`config.mk`:
```
export PLATFORM = sky130hd
export DESIGN_NAME = tbsdh_cfg
export DESIGN_NICKNAME = d
export VERILOG_FILES = /design/src/tbsdh_pkg.sv /design/src/tbsdh_cfg.sv
export SDC_FILE = /design/constraint.sdc
export NUM_CORES = 1
export LEC_CHECK = 0
export ABC_AREA = 0
export BUFFER_PORTS_ARGS = -buffer_cell sky130_fd_sc_hd__buf_2
export CORE_MARGIN = 2
export CORE_UTILIZATION = 45
export DETAILED_ROUTE_END_ITERATION = 6
export GPL_TIMING_DRIVEN = 0
export PLACE_DENSITY = 0.75
export REMOVE_ABC_BUFFERS = 1
export SYNTH_ARGS = -nofsm -noshare
export SYNTH_HDL_FRONTEND = slang
export SYNTH_SLANG_ARGS = --single-unit
```
`constraint.sdc`:
```
create_clock -name clk -period 1.25 [get_ports clk]
set_input_delay 0.25 -clock clk [delete_from_list [all_inputs] [get_ports clk]]
set_output_delay 0.25 -clock clk [all_outputs]
set_load 0.02 [all_outputs]
```
`src/tbsdh_pkg.sv`:
```
// constants, field layouts and types of the telecom bus master configuration block
package tbsdh_pkg;

  // register port geometry
  localparam int ADDR_W = 12;
  localparam int DATA_W = 8;

  // register offsets
  localparam logic [11:0] OFS_INGRESS_CFG = 12'h701;
  localparam logic [11:0] OFS_EGRESS_CFG = 12'h702;
  localparam logic [11:0] OFS_BUS_CFG = 12'h710;
  localparam logic [11:0] OFS_STATUS = 12'h711;

  // reset values
  localparam logic [7:0] RST_INGRESS_CFG = 8'h00;
  localparam logic [7:0] RST_EGRESS_CFG = 8'h00;
  localparam logic [7:0] RST_BUS_CFG = 8'h00;

  // ingress configuration fields
  localparam int ING_CONCAT = 0;
  localparam int ING_PAR_SENSE = 1;
  localparam int ING_MARKER_INCL = 2;
  localparam int ING_PAYLOAD_INCL = 3;
  localparam int ING_TSWITCH_EN = 4;
  localparam int ING_BYPASS = 5;
  localparam int ING_MF_EN = 6;
  localparam int ING_PAR_INT_EN = 7;

  // egress configuration fields
  localparam int EGR_CONCAT = 0;
  localparam int EGR_PAR_SENSE = 1;
  localparam int EGR_MARKER_INCL = 2;
  localparam int EGR_PAYLOAD_INCL = 3;
  localparam int EGR_V1_EN = 4;
  localparam int EGR_J1_EN = 5;
  localparam int EGR_TSWITCH_EN = 6;
  localparam int EGR_TOH_EN = 7;

  // bus configuration fields
  localparam int BUS_DRIVE_EN = 0;
  localparam int BUS_FAST_RATE = 1;
  localparam int BUS_STM1_LSB = 2;
  localparam int BUS_STM1_MSB = 3;

  // status fields
  localparam int STAT_PAR_ERR = 0;
  localparam int STAT_SUMMARY = 1;

  // frame timing counts in bus bytes and frames
  localparam logic [2:0] V1_BYTE_OFFSET = 3'h3;
  localparam logic [1:0] MF_LAST_FRAME = 2'h3;
  localparam logic [1:0] MF_MARK_PHASE = 2'h0;

  // j1 stretch over the three tug3 slots in au4 mode, gray coded
  typedef enum logic [1:0] {
    ST_IDLE = 2'b00,
    ST_TUG2 = 2'b01,
    ST_TUG3 = 2'b11
  } tbsdh_stretch_e;

endpackage : tbsdh_pkg

```
`src/tbsdh_cfg.sv`:
```
// telecom drop and add bus master configuration, parity and marker logic
//
// The strobed register port was decided locally.
module tbsdh_cfg (
  // clock and reset
  input wire logic clk,
  input wire logic rst_n,
  // register port
  input wire logic [11:0] reg_addr,
  input wire logic [7:0] reg_wdata,
  input wire logic reg_wr,
  input wire logic reg_rd,
  output logic [7:0] reg_rdata,
  // drop bus pins
  input wire logic [7:0] drop_data_in,
  input wire logic drop_parity_in,
  input wire logic drop_frame_marker,
  input wire logic drop_payload_ind,
  input wire logic drop_v5_ind,
  input wire logic drop_trib_payload_ind,
  // drop side internal timing and pointer processor return path
  input wire logic h4_mf_start,
  input wire logic [7:0] ptrproc_ret_data,
  input wire logic ptrproc_ret_payload,
  input wire logic ptrproc_ret_v5,
  // drop side outputs to internal blocks
  output logic [7:0] ptrproc_data,
  output logic ptrproc_en,
  output logic rx_overhead_en,
  output logic [7:0] rx_switch_data,
  output logic rx_switch_payload,
  output logic rx_switch_v5,
  output logic rx_switch_trib_payload,
  output logic rx_switch_xc_en,
  output logic drop_au4_mode,
  output logic drop_j1_pulse,
  output logic drop_v1_pulse,
  output logic drop_mf_boundary,
  // add side internal source and timing
  input wire logic [7:0] add_src_data,
  input wire logic add_src_payload,
  input wire logic add_src_v5,
  input wire logic add_c1_slot,
  input wire logic add_j1_slot,
  input wire logic add_toh_slot,
  input wire logic [1:0] add_toh_stm1,
  // add bus pins
  output logic [7:0] add_data_out,
  output logic add_parity_out,
  output logic add_payload_ind,
  output logic add_v5_ind,
  output logic add_frame_marker,
  output logic add_bus_oe,
  // add side controls to internal blocks
  output logic tx_mapper_xc_en,
  output logic add_au4_mode,
  // interrupt
  output logic irq_n
);

  // configuration registers and status bits
  logic [7:0] ing_cfg;
  logic [7:0] egr_cfg;
  logic [7:0] bus_cfg;
  logic drop_parity_err_flag;
  logic sdh_summary_int;

  // drop bus sample stage
  logic [7:0] drop_data_q;
  logic drop_parity_q;
  logic drop_marker_q;
  logic drop_payload_q;
  logic drop_v5_q;
  logic drop_tpl_q;
  logic [2:0] drop_byte_cnt;

  // add side timing state
  logic [2:0] j1_dly;
  logic [1:0] mf_phase;
  tbsdh_pkg::tbsdh_stretch_e stretch_st;
  tbsdh_pkg::tbsdh_stretch_e next_stretch_st;

  // combinational terms
  logic drop_par_err;
  logic drop_is_v1;
  logic par_clr;
  logic wr_ing;
  logic wr_egr;
  logic wr_bus;
  logic wr_stat;
  logic [7:0] next_rdata;
  logic add_j1_mark;
  logic add_v1_slot;
  logic next_marker;
  logic toh_float;
  logic j1_float;
  logic v1_float;
  logic next_oe;
  logic next_parity;

  // parity of a byte with optional marker and payload members
  function automatic logic par_set(input logic [7:0] data, input logic mk, input logic mk_incl,
                                   input logic pl, input logic pl_incl);
    par_set = (^data) ^ (mk & mk_incl) ^ (pl & pl_incl);
  endfunction : par_set

  // register write decode
  assign wr_ing = reg_wr && (reg_addr == tbsdh_pkg::OFS_INGRESS_CFG);
  assign wr_egr = reg_wr && (reg_addr == tbsdh_pkg::OFS_EGRESS_CFG);
  assign wr_bus = reg_wr && (reg_addr == tbsdh_pkg::OFS_BUS_CFG);
  assign wr_stat = reg_wr && (reg_addr == tbsdh_pkg::OFS_STATUS);
  assign par_clr = wr_stat && reg_wdata[tbsdh_pkg::STAT_PAR_ERR];

  always_ff @(posedge clk or negedge rst_n) begin
    if (!rst_n) begin
      ing_cfg <= tbsdh_pkg::RST_INGRESS_CFG;
    end else if (wr_ing) begin
      ing_cfg <= reg_wdata;
    end
  end

  always_ff @(posedge clk or negedge rst_n) begin
    if (!rst_n) begin
      egr_cfg <= tbsdh_pkg::RST_EGRESS_CFG;
    end else if (wr_egr) begin
      egr_cfg <= reg_wdata;
    end
  end

  always_ff @(posedge clk or negedge rst_n) begin
    if (!rst_n) begin
      bus_cfg <= tbsdh_pkg::RST_BUS_CFG;
    end else if (wr_bus) begin
      bus_cfg <= reg_wdata;
    end
  end

  // register read, data one cycle after the strobe
  always_comb begin
    next_rdata = 8'h00;
    case (reg_addr)
      tbsdh_pkg::OFS_INGRESS_CFG: begin
        next_rdata = ing_cfg;
      end
      tbsdh_pkg::OFS_EGRESS_CFG: begin
        next_rdata = egr_cfg;
      end
      tbsdh_pkg::OFS_BUS_CFG: begin
        next_rdata = {4'h0, bus_cfg[3:0]};
      end
      tbsdh_pkg::OFS_STATUS: begin
        next_rdata = {6'h00, sdh_summary_int, drop_parity_err_flag};
      end
      default: begin
        next_rdata = 8'h00;
      end
    endcase
  end

  always_ff @(posedge clk or negedge rst_n) begin
    if (!rst_n) begin
      reg_rdata <= 8'h00;
    end else if (reg_rd) begin
      reg_rdata <= next_rdata;
    end else begin
      reg_rdata <= 8'h00;
    end
  end

  // drop bus sample stage
  always_ff @(posedge clk or negedge rst_n) begin
    if (!rst_n) begin
      drop_data_q <= 8'h00;
      drop_parity_q <= 1'b0;
      drop_marker_q <= 1'b0;
      drop_payload_q <= 1'b0;
      drop_v5_q <= 1'b0;
      drop_tpl_q <= 1'b0;
    end else begin
      drop_data_q <= drop_data_in;
      drop_parity_q <= drop_parity_in;
      drop_marker_q <= drop_frame_marker;
      drop_payload_q <= drop_payload_ind;
      drop_v5_q <= drop_v5_ind;
      drop_tpl_q <= drop_trib_payload_ind;
    end
  end

  // drop parity check against the selected sense
  assign drop_par_err = (par_set(drop_data_q, drop_marker_q, ing_cfg[tbsdh_pkg::ING_MARKER_INCL],
                                 drop_payload_q, ing_cfg[tbsdh_pkg::ING_PAYLOAD_INCL])
                         ^ drop_parity_q) != ing_cfg[tbsdh_pkg::ING_PAR_SENSE];

  // sticky error flag, a new error wins over a clear in the same cycle
  always_ff @(posedge clk or negedge rst_n) begin
    if (!rst_n) begin
      drop_parity_err_flag <= 1'b0;
    end else if (drop_par_err) begin
      drop_parity_err_flag <= 1'b1;
    end else if (par_clr) begin
      drop_parity_err_flag <= 1'b0;
    end
  end

  // summary bit and interrupt follow the enabled flag
  always_ff @(posedge clk or negedge rst_n) begin
    if (!rst_n) begin
      sdh_summary_int <= 1'b0;
      irq_n <= 1'b1;
    end else begin
      sdh_summary_int <= drop_parity_err_flag && ing_cfg[tbsdh_pkg::ING_PAR_INT_EN];
      irq_n <= !(drop_parity_err_flag && ing_cfg[tbsdh_pkg::ING_PAR_INT_EN]);
    end
  end

  // bytes since the last drop marker, saturating
  always_ff @(posedge clk or negedge rst_n) begin
    if (!rst_n) begin
      drop_byte_cnt <= 3'h7;
    end else if (drop_marker_q) begin
      drop_byte_cnt <= 3'h1;
    end else if (drop_byte_cnt != 3'h7) begin
      drop_byte_cnt <= drop_byte_cnt + 3'h1;
    end
  end

  // a marker three bytes after the previous one is a v1 pulse when v1 pulses are in use
  assign drop_is_v1 = drop_marker_q && ing_cfg[tbsdh_pkg::ING_MF_EN]
                      && (drop_byte_cnt == tbsdh_pkg::V1_BYTE_OFFSET);

  // drop marker interpretation
  always_ff @(posedge clk or negedge rst_n) begin
    if (!rst_n) begin
      drop_au4_mode <= 1'b0;
      drop_j1_pulse <= 1'b0;
      drop_v1_pulse <= 1'b0;
      drop_mf_boundary <= 1'b0;
    end else begin
      drop_au4_mode <= ing_cfg[tbsdh_pkg::ING_CONCAT];
      drop_j1_pulse <= drop_marker_q && !drop_is_v1;
      drop_v1_pulse <= drop_is_v1;
      drop_mf_boundary <= ing_cfg[tbsdh_pkg::ING_MF_EN] ? drop_is_v1 : h4_mf_start;
    end
  end

  // drop data routing around the pointer and overhead processors
  always_ff @(posedge clk or negedge rst_n) begin
    if (!rst_n) begin
      ptrproc_data <= 8'h00;
      ptrproc_en <= 1'b0;
      rx_overhead_en <= 1'b0;
      rx_switch_data <= 8'h00;
      rx_switch_payload <= 1'b0;
      rx_switch_v5 <= 1'b0;
      rx_switch_trib_payload <= 1'b0;
      rx_switch_xc_en <= 1'b0;
    end else begin
      ptrproc_data <= drop_data_q;
      ptrproc_en <= !ing_cfg[tbsdh_pkg::ING_BYPASS];
      rx_overhead_en <= !ing_cfg[tbsdh_pkg::ING_BYPASS];
      rx_switch_xc_en <= ing_cfg[tbsdh_pkg::ING_TSWITCH_EN];
      if (ing_cfg[tbsdh_pkg::ING_BYPASS]) begin
        rx_switch_data <= drop_data_q;
        rx_switch_payload <= drop_payload_q;
        rx_switch_v5 <= drop_v5_q;
        rx_switch_trib_payload <= drop_tpl_q;
      end else begin
        rx_switch_data <= ptrproc_ret_data;
        rx_switch_payload <= ptrproc_ret_payload;
        rx_switch_v5 <= ptrproc_ret_v5;
        rx_switch_trib_payload <= 1'b0;
      end
    end
  end

  // add side j1 delay line locates the third byte after j1
  always_ff @(posedge clk or negedge rst_n) begin
    if (!rst_n) begin
      j1_dly <= 3'h0;
    end else begin
      j1_dly <= {j1_dly[1:0], add_j1_slot};
    end
  end

  // frame phase within the four frame multiframe, stepped by c1
  always_ff @(posedge clk or negedge rst_n) begin
    if (!rst_n) begin
      mf_phase <= 2'h0;
    end else if (add_c1_slot) begin
      mf_phase <= (mf_phase == tbsdh_pkg::MF_LAST_FRAME) ? 2'h0 : mf_phase + 2'h1;
    end
  end

  // au4 j1 stretch across tug3 1, 2 and 3
  always_comb begin
    next_stretch_st = tbsdh_pkg::ST_IDLE;
    case (stretch_st)
      tbsdh_pkg::ST_IDLE: begin
        next_stretch_st = (add_j1_slot && egr_cfg[tbsdh_pkg::EGR_CONCAT]) ? tbsdh_pkg::ST_TUG2
                                                                           : tbsdh_pkg::ST_IDLE;
      end
      tbsdh_pkg::ST_TUG2: begin
        next_stretch_st = tbsdh_pkg::ST_TUG3;
      end
      tbsdh_pkg::ST_TUG3: begin
        next_stretch_st = tbsdh_pkg::ST_IDLE;
      end
      default: begin
        next_stretch_st = tbsdh_pkg::ST_IDLE;
      end
    endcase
  end

  always_ff @(posedge clk or negedge rst_n) begin
    if (!rst_n) begin
      stretch_st <= tbsdh_pkg::ST_IDLE;
    end else begin
      stretch_st <= next_stretch_st;
    end
  end

  // marker composition
  assign add_j1_mark = add_j1_slot || (stretch_st != tbsdh_pkg::ST_IDLE);
  assign add_v1_slot = j1_dly[2] && (mf_phase == tbsdh_pkg::MF_MARK_PHASE);
  assign next_marker = add_c1_slot
                       || (egr_cfg[tbsdh_pkg::EGR_J1_EN] && add_j1_mark)
                       || (egr_cfg[tbsdh_pkg::EGR_V1_EN] && add_v1_slot);

  // float conditions, all overridden by the bus drive enable
  assign j1_float = add_j1_mark && !egr_cfg[tbsdh_pkg::EGR_J1_EN];
  assign v1_float = add_v1_slot && !egr_cfg[tbsdh_pkg::EGR_V1_EN];
  assign toh_float = add_toh_slot && (!egr_cfg[tbsdh_pkg::EGR_TOH_EN]
                     || (bus_cfg[tbsdh_pkg::BUS_FAST_RATE]
                         && (add_toh_stm1 != bus_cfg[tbsdh_pkg::BUS_STM1_MSB:tbsdh_pkg::BUS_STM1_LSB])));
  assign next_oe = bus_cfg[tbsdh_pkg::BUS_DRIVE_EN] || !(j1_float || v1_float || toh_float);

  // generated parity, total over the set and the parity bit equals the sense
  assign next_parity = par_set(add_src_data, next_marker, egr_cfg[tbsdh_pkg::EGR_MARKER_INCL],
                               add_src_payload, egr_cfg[tbsdh_pkg::EGR_PAYLOAD_INCL])
                       ^ egr_cfg[tbsdh_pkg::EGR_PAR_SENSE];

  // add bus output stage
  always_ff @(posedge clk or negedge rst_n) begin
    if (!rst_n) begin
      add_data_out <= 8'h00;
      add_parity_out <= 1'b0;
      add_payload_ind <= 1'b0;
      add_v5_ind <= 1'b0;
      add_frame_marker <= 1'b0;
      add_bus_oe <= 1'b0;
    end else begin
      add_data_out <= add_src_data;
      add_parity_out <= next_parity;
      add_payload_ind <= add_src_payload;
      add_v5_ind <= add_src_v5;
      add_frame_marker <= next_marker;
      add_bus_oe <= next_oe;
    end
  end

  // egress controls to the mapper side
  always_ff @(posedge clk or negedge rst_n) begin
    if (!rst_n) begin
      tx_mapper_xc_en <= 1'b0;
      add_au4_mode <= 1'b0;
    end else begin
      tx_mapper_xc_en <= egr_cfg[tbsdh_pkg::EGR_TSWITCH_EN];
      add_au4_mode <= egr_cfg[tbsdh_pkg::EGR_CONCAT];
    end
  end

endmodule : tbsdh_cfg

```
==> results.sh <==
export IMPL_status="finished with violations"
export IMPL_violations="setup timing"
export IMPL_nNetsFinal=450
export IMPL_yosysUniqueCellTypes=39
export IMPL_synth_edff_count=0
export IMPL_fin_crit_ns=1.350
export IMPL_ys_seq_area_frac=0.6750
export IMPL_yosys_area_top_type="dfrtp_1"
export IMPL_period_share=1.080
export IMPL_fp_dieArea_um2=8481
export IMPL_rows=32
export IMPL_power_density_nw_per_um2=1304
export IMPL_insertion_delay_ns=0.35
export IMPL_antenna_left=0
export IMPL_critPathArrivalTime_ns=1.64
export IMPL_vdd_drop_max_v=0.0007530
export IMPL_grt_usage=0.1898
export IMPL_synthCells=235
export IMPL_start_util=0.4590
export IMPL_dr_pass1_iters=4
export IMPL_clock_sink_count=94
export IMPL_die_width_um=92.09
export IMPL_clk_pin_slew_ns=0.09
export IMPL_antenna_found_initial=0
export IMPL_diodes=0
export IMPL_io_pins=113
export IMPL_fin_ws_ns=-0.1003
export IMPL_synth_seq_cells=94
export IMPL_dpl_hpwl_mm=4.949
export IMPL_fin_total_pwr_uw=6364
export IMPL_crit_path_end_kind="flop"
export IMPL_cp_top_family="XOR/XNOR gates"
export IMPL_drt_iter0_markers=81
export IMPL_h_tree_depth=3
export IMPL_hold_ws_ns=0.01846
export IMPL_ys_flop_type="dfrtp_1"
export IMPL_crit_required_ns=1.54
export IMPL_final_setup_skew_ns=0.006497
export IMPL_critPathBufInv=0
export IMPL_synth_area_leaders="dfrtp_1, mux2_2, xnor2_1, dfstp_2, ha_1"
export IMPL_critical_path_class="flop to flop"
export IMPL_clock_path_buffers=2
export IMPL_finalSetupViolations=19
export IMPL_synth_top_area_share=0.6449
export IMPL_crit_path_start_kind="flop"
export IMPL_rsz0062_at_grt="true"
export IMPL_cts_root_buf="clkbuf_8"
export IMPL_n_fill_cell=550
export IMPL_numPlacedInstances=444
export IMPL_grt_pass1_wl_mm=12.23
export IMPL_wl_mm=7.573
export IMPL_final_layout_size_suffix_gt1_frac=0.5052
export IMPL_hp_class="input pin to flop"
export IMPL_syn_area_um2=3492
export IMPL_clock_fmax_ghz=0.7406
export IMPL_die_height_um=92.09
export IMPL_port_buffers=112
export IMPL_slew_violations=0
export IMPL_finalNonFillerCells=488
export IMPL_path_cells="nand2_1 -> xnor3_1 -> xnor3_1 -> nand2_1"
export IMPL_avgRoutedWirePerCell_um=15.52
export IMPL_grt_start_max_net_pins=50
export IMPL_synthArstFlopShare=1.000
export IMPL_viasPerCell=4.803
export IMPL_flow_area_growth_from_synthesis_pct=39.77
export IMPL_overflow=0
export IMPL_crit_fanout=2
export IMPL_max_stage_delay_ns=0.40
export IMPL_grt_pass1_vias=2492
export IMPL_leakage_uw=0.002372
export IMPL_slew_headroom=0.7166
export IMPL_drc=0
export IMPL_cts_buffers=9
export IMPL_syn_area_per_cell_um2=14.86
export IMPL_worst_slew_pin_slew_ns=0.4251
export IMPL_cts_tree="done"
export IMPL_cpMaxStageDelayCell="dfrtp_1"
export IMPL_hold_violations=0
export IMPL_coreArea_um2=7607
export IMPL_route_vias_total=2344
export IMPL_ys_warn_count=0
export IMPL_max_cap_violations=0
export IMPL_gp_congestion=0.7253
## report_power, final
part	switching, uW	internal (uW)
combinational	480	455
sequential	74.2	3200
clock	1040	1120
total	1590	4770
## worst paths after layout
check,start,endpoint,slack [ns],cells past startpoint
min in group asynchronous,rst_n,reg_rdata[2]$_DFF_PN0_,0.39,2
max,ing_cfg[3]$_DFFE_PN0P_,drop_parity_err_flag$_DFFE_PN0P_,-0.10,4
max in group asynchronous,rst_n,drop_byte_cnt[2]$_DFFE_PN1P_,0.23,3
min,add_src_payload,add_payload_ind$_DFF_PN0_,0.02,1
max reg2reg,ing_cfg[3]$_DFFE_PN0P_,drop_parity_err_flag$_DFFE_PN0P_,-0.10,4
min reg2reg,j1_dly[0]$_DFF_PN0_,j1_dly[1]$_DFF_PN0_,0.36,0
## layer usage
| layer | GRT usage | part of all wire | vias up |
|---|---|---|---|
| met4 | 0.05597 | 0.0088 | 0 |
| met1 | 0.2363 | 0.40 | 1167 |
| li1 | - | - | 1095 |
| met3 | 0.05177 | 0.060 | 6 |
| met5 | 0 | 0 | - |
| met2 | 0.3254 | 0.53 | 76 |
## cell usage after synthesis, types with 3 or more instances
cell type	n
a22oi_1	8
buf_2	3
dfrtp_1	90
dfstp_2	4
ha_1	5
inv_1	7
mux2_2	29
mux2i_1	3
nand2_1	9
nor2_1	10
nor2b_1	4
nor3_1	6
o21ai_0	4
xnor2_1	14
xor2_1	6
## layout make-up
cell class	count	area (um^2)	share of cell area
repair buffers	142	892.1	0.1828
flip-flops and latches	94	2359	0.4832
clock inverters	6	86.33	0.01769
well taps	102	127.6	0.02615
inverters	7	26.28	0.005383
clock buffers	9	123.9	0.02538
multi-input cells	128	1266	0.2594
## through the flow
step | worst slack (ns) | TNS, ns | area [um^2] | util
2_1_floorplan | -0.3487 | -6.439 | 3462 | -
3_3_place_gp | -0.8912 | -99.37 | 4150 | 0.5456
3_5_place_dp | -0.9068 | -18.56 | 4180 | 0.5495
5_1_grt | -0.1403 | -1.574 | 4881 | 0.6416
4_1_cts | -0.1104 | -0.6907 | 4788 | 0.6294
6_report | -0.1003 | -1.085 | 4881 | 0.6416
## kinds of logic (layout without fill, tap and decap cells)
family / Yosys count / in the layout / synth area share
AOI/OAI and AO/OA: 26 / 26 / 0.05232
xor gates and xnor gates: 22 / 22 / 0.06306
muxes: 33 / 33 / 0.1053
adders and majority gates: 5 / 5 / 0.01791
DFF: 94 / 94 / 0.6750
and+or+nand+nor: 42 / 42 / 0.07023
buffers and inverters: 13 / 164 / 0.01612
## what timing repair did
item | CTS | global route
hold buffers | 13 | 2
pin swaps | 13 | 11
endpoints found under the setup margin | 40 | 33
hold endpoints to repair | 56 | 2
buffers inserted | 10 | 4
gates resized for setup | 39 | 9
## cells in the final DEF (no fill, tap or decap), types with 3 or more instances in the layout
cell type      instances
buf_2                107
dfrtp_1               89
mux2_4                16
dlygate4sd3_1         15
mux2_2                14
xnor2_1               14
buf_4                 13
nor2_1                10
nand2_1                9
clkbuf_8               9
a22oi_1                8
xor2_1                 6
inv_1                  6
nor3_1                 5
o21ai_0                4
ha_4                   4
dfstp_2                4
mux2i_1                3
buf_6                  3
## sequential cells by signal (all words and copies together) (netlist names), 2 cells and up
register and flops:
add_data_out 8, drop_data_q 8, egr_cfg 8, ing_cfg 8, ptrproc_data 8, reg_rdata 8
rx_switch_data 8, bus_cfg 4, drop_byte_cnt 3, j1_dly 3, mf_phase 2, stretch_st 2
No activity file was read; power rests on OpenSTA's default activity.
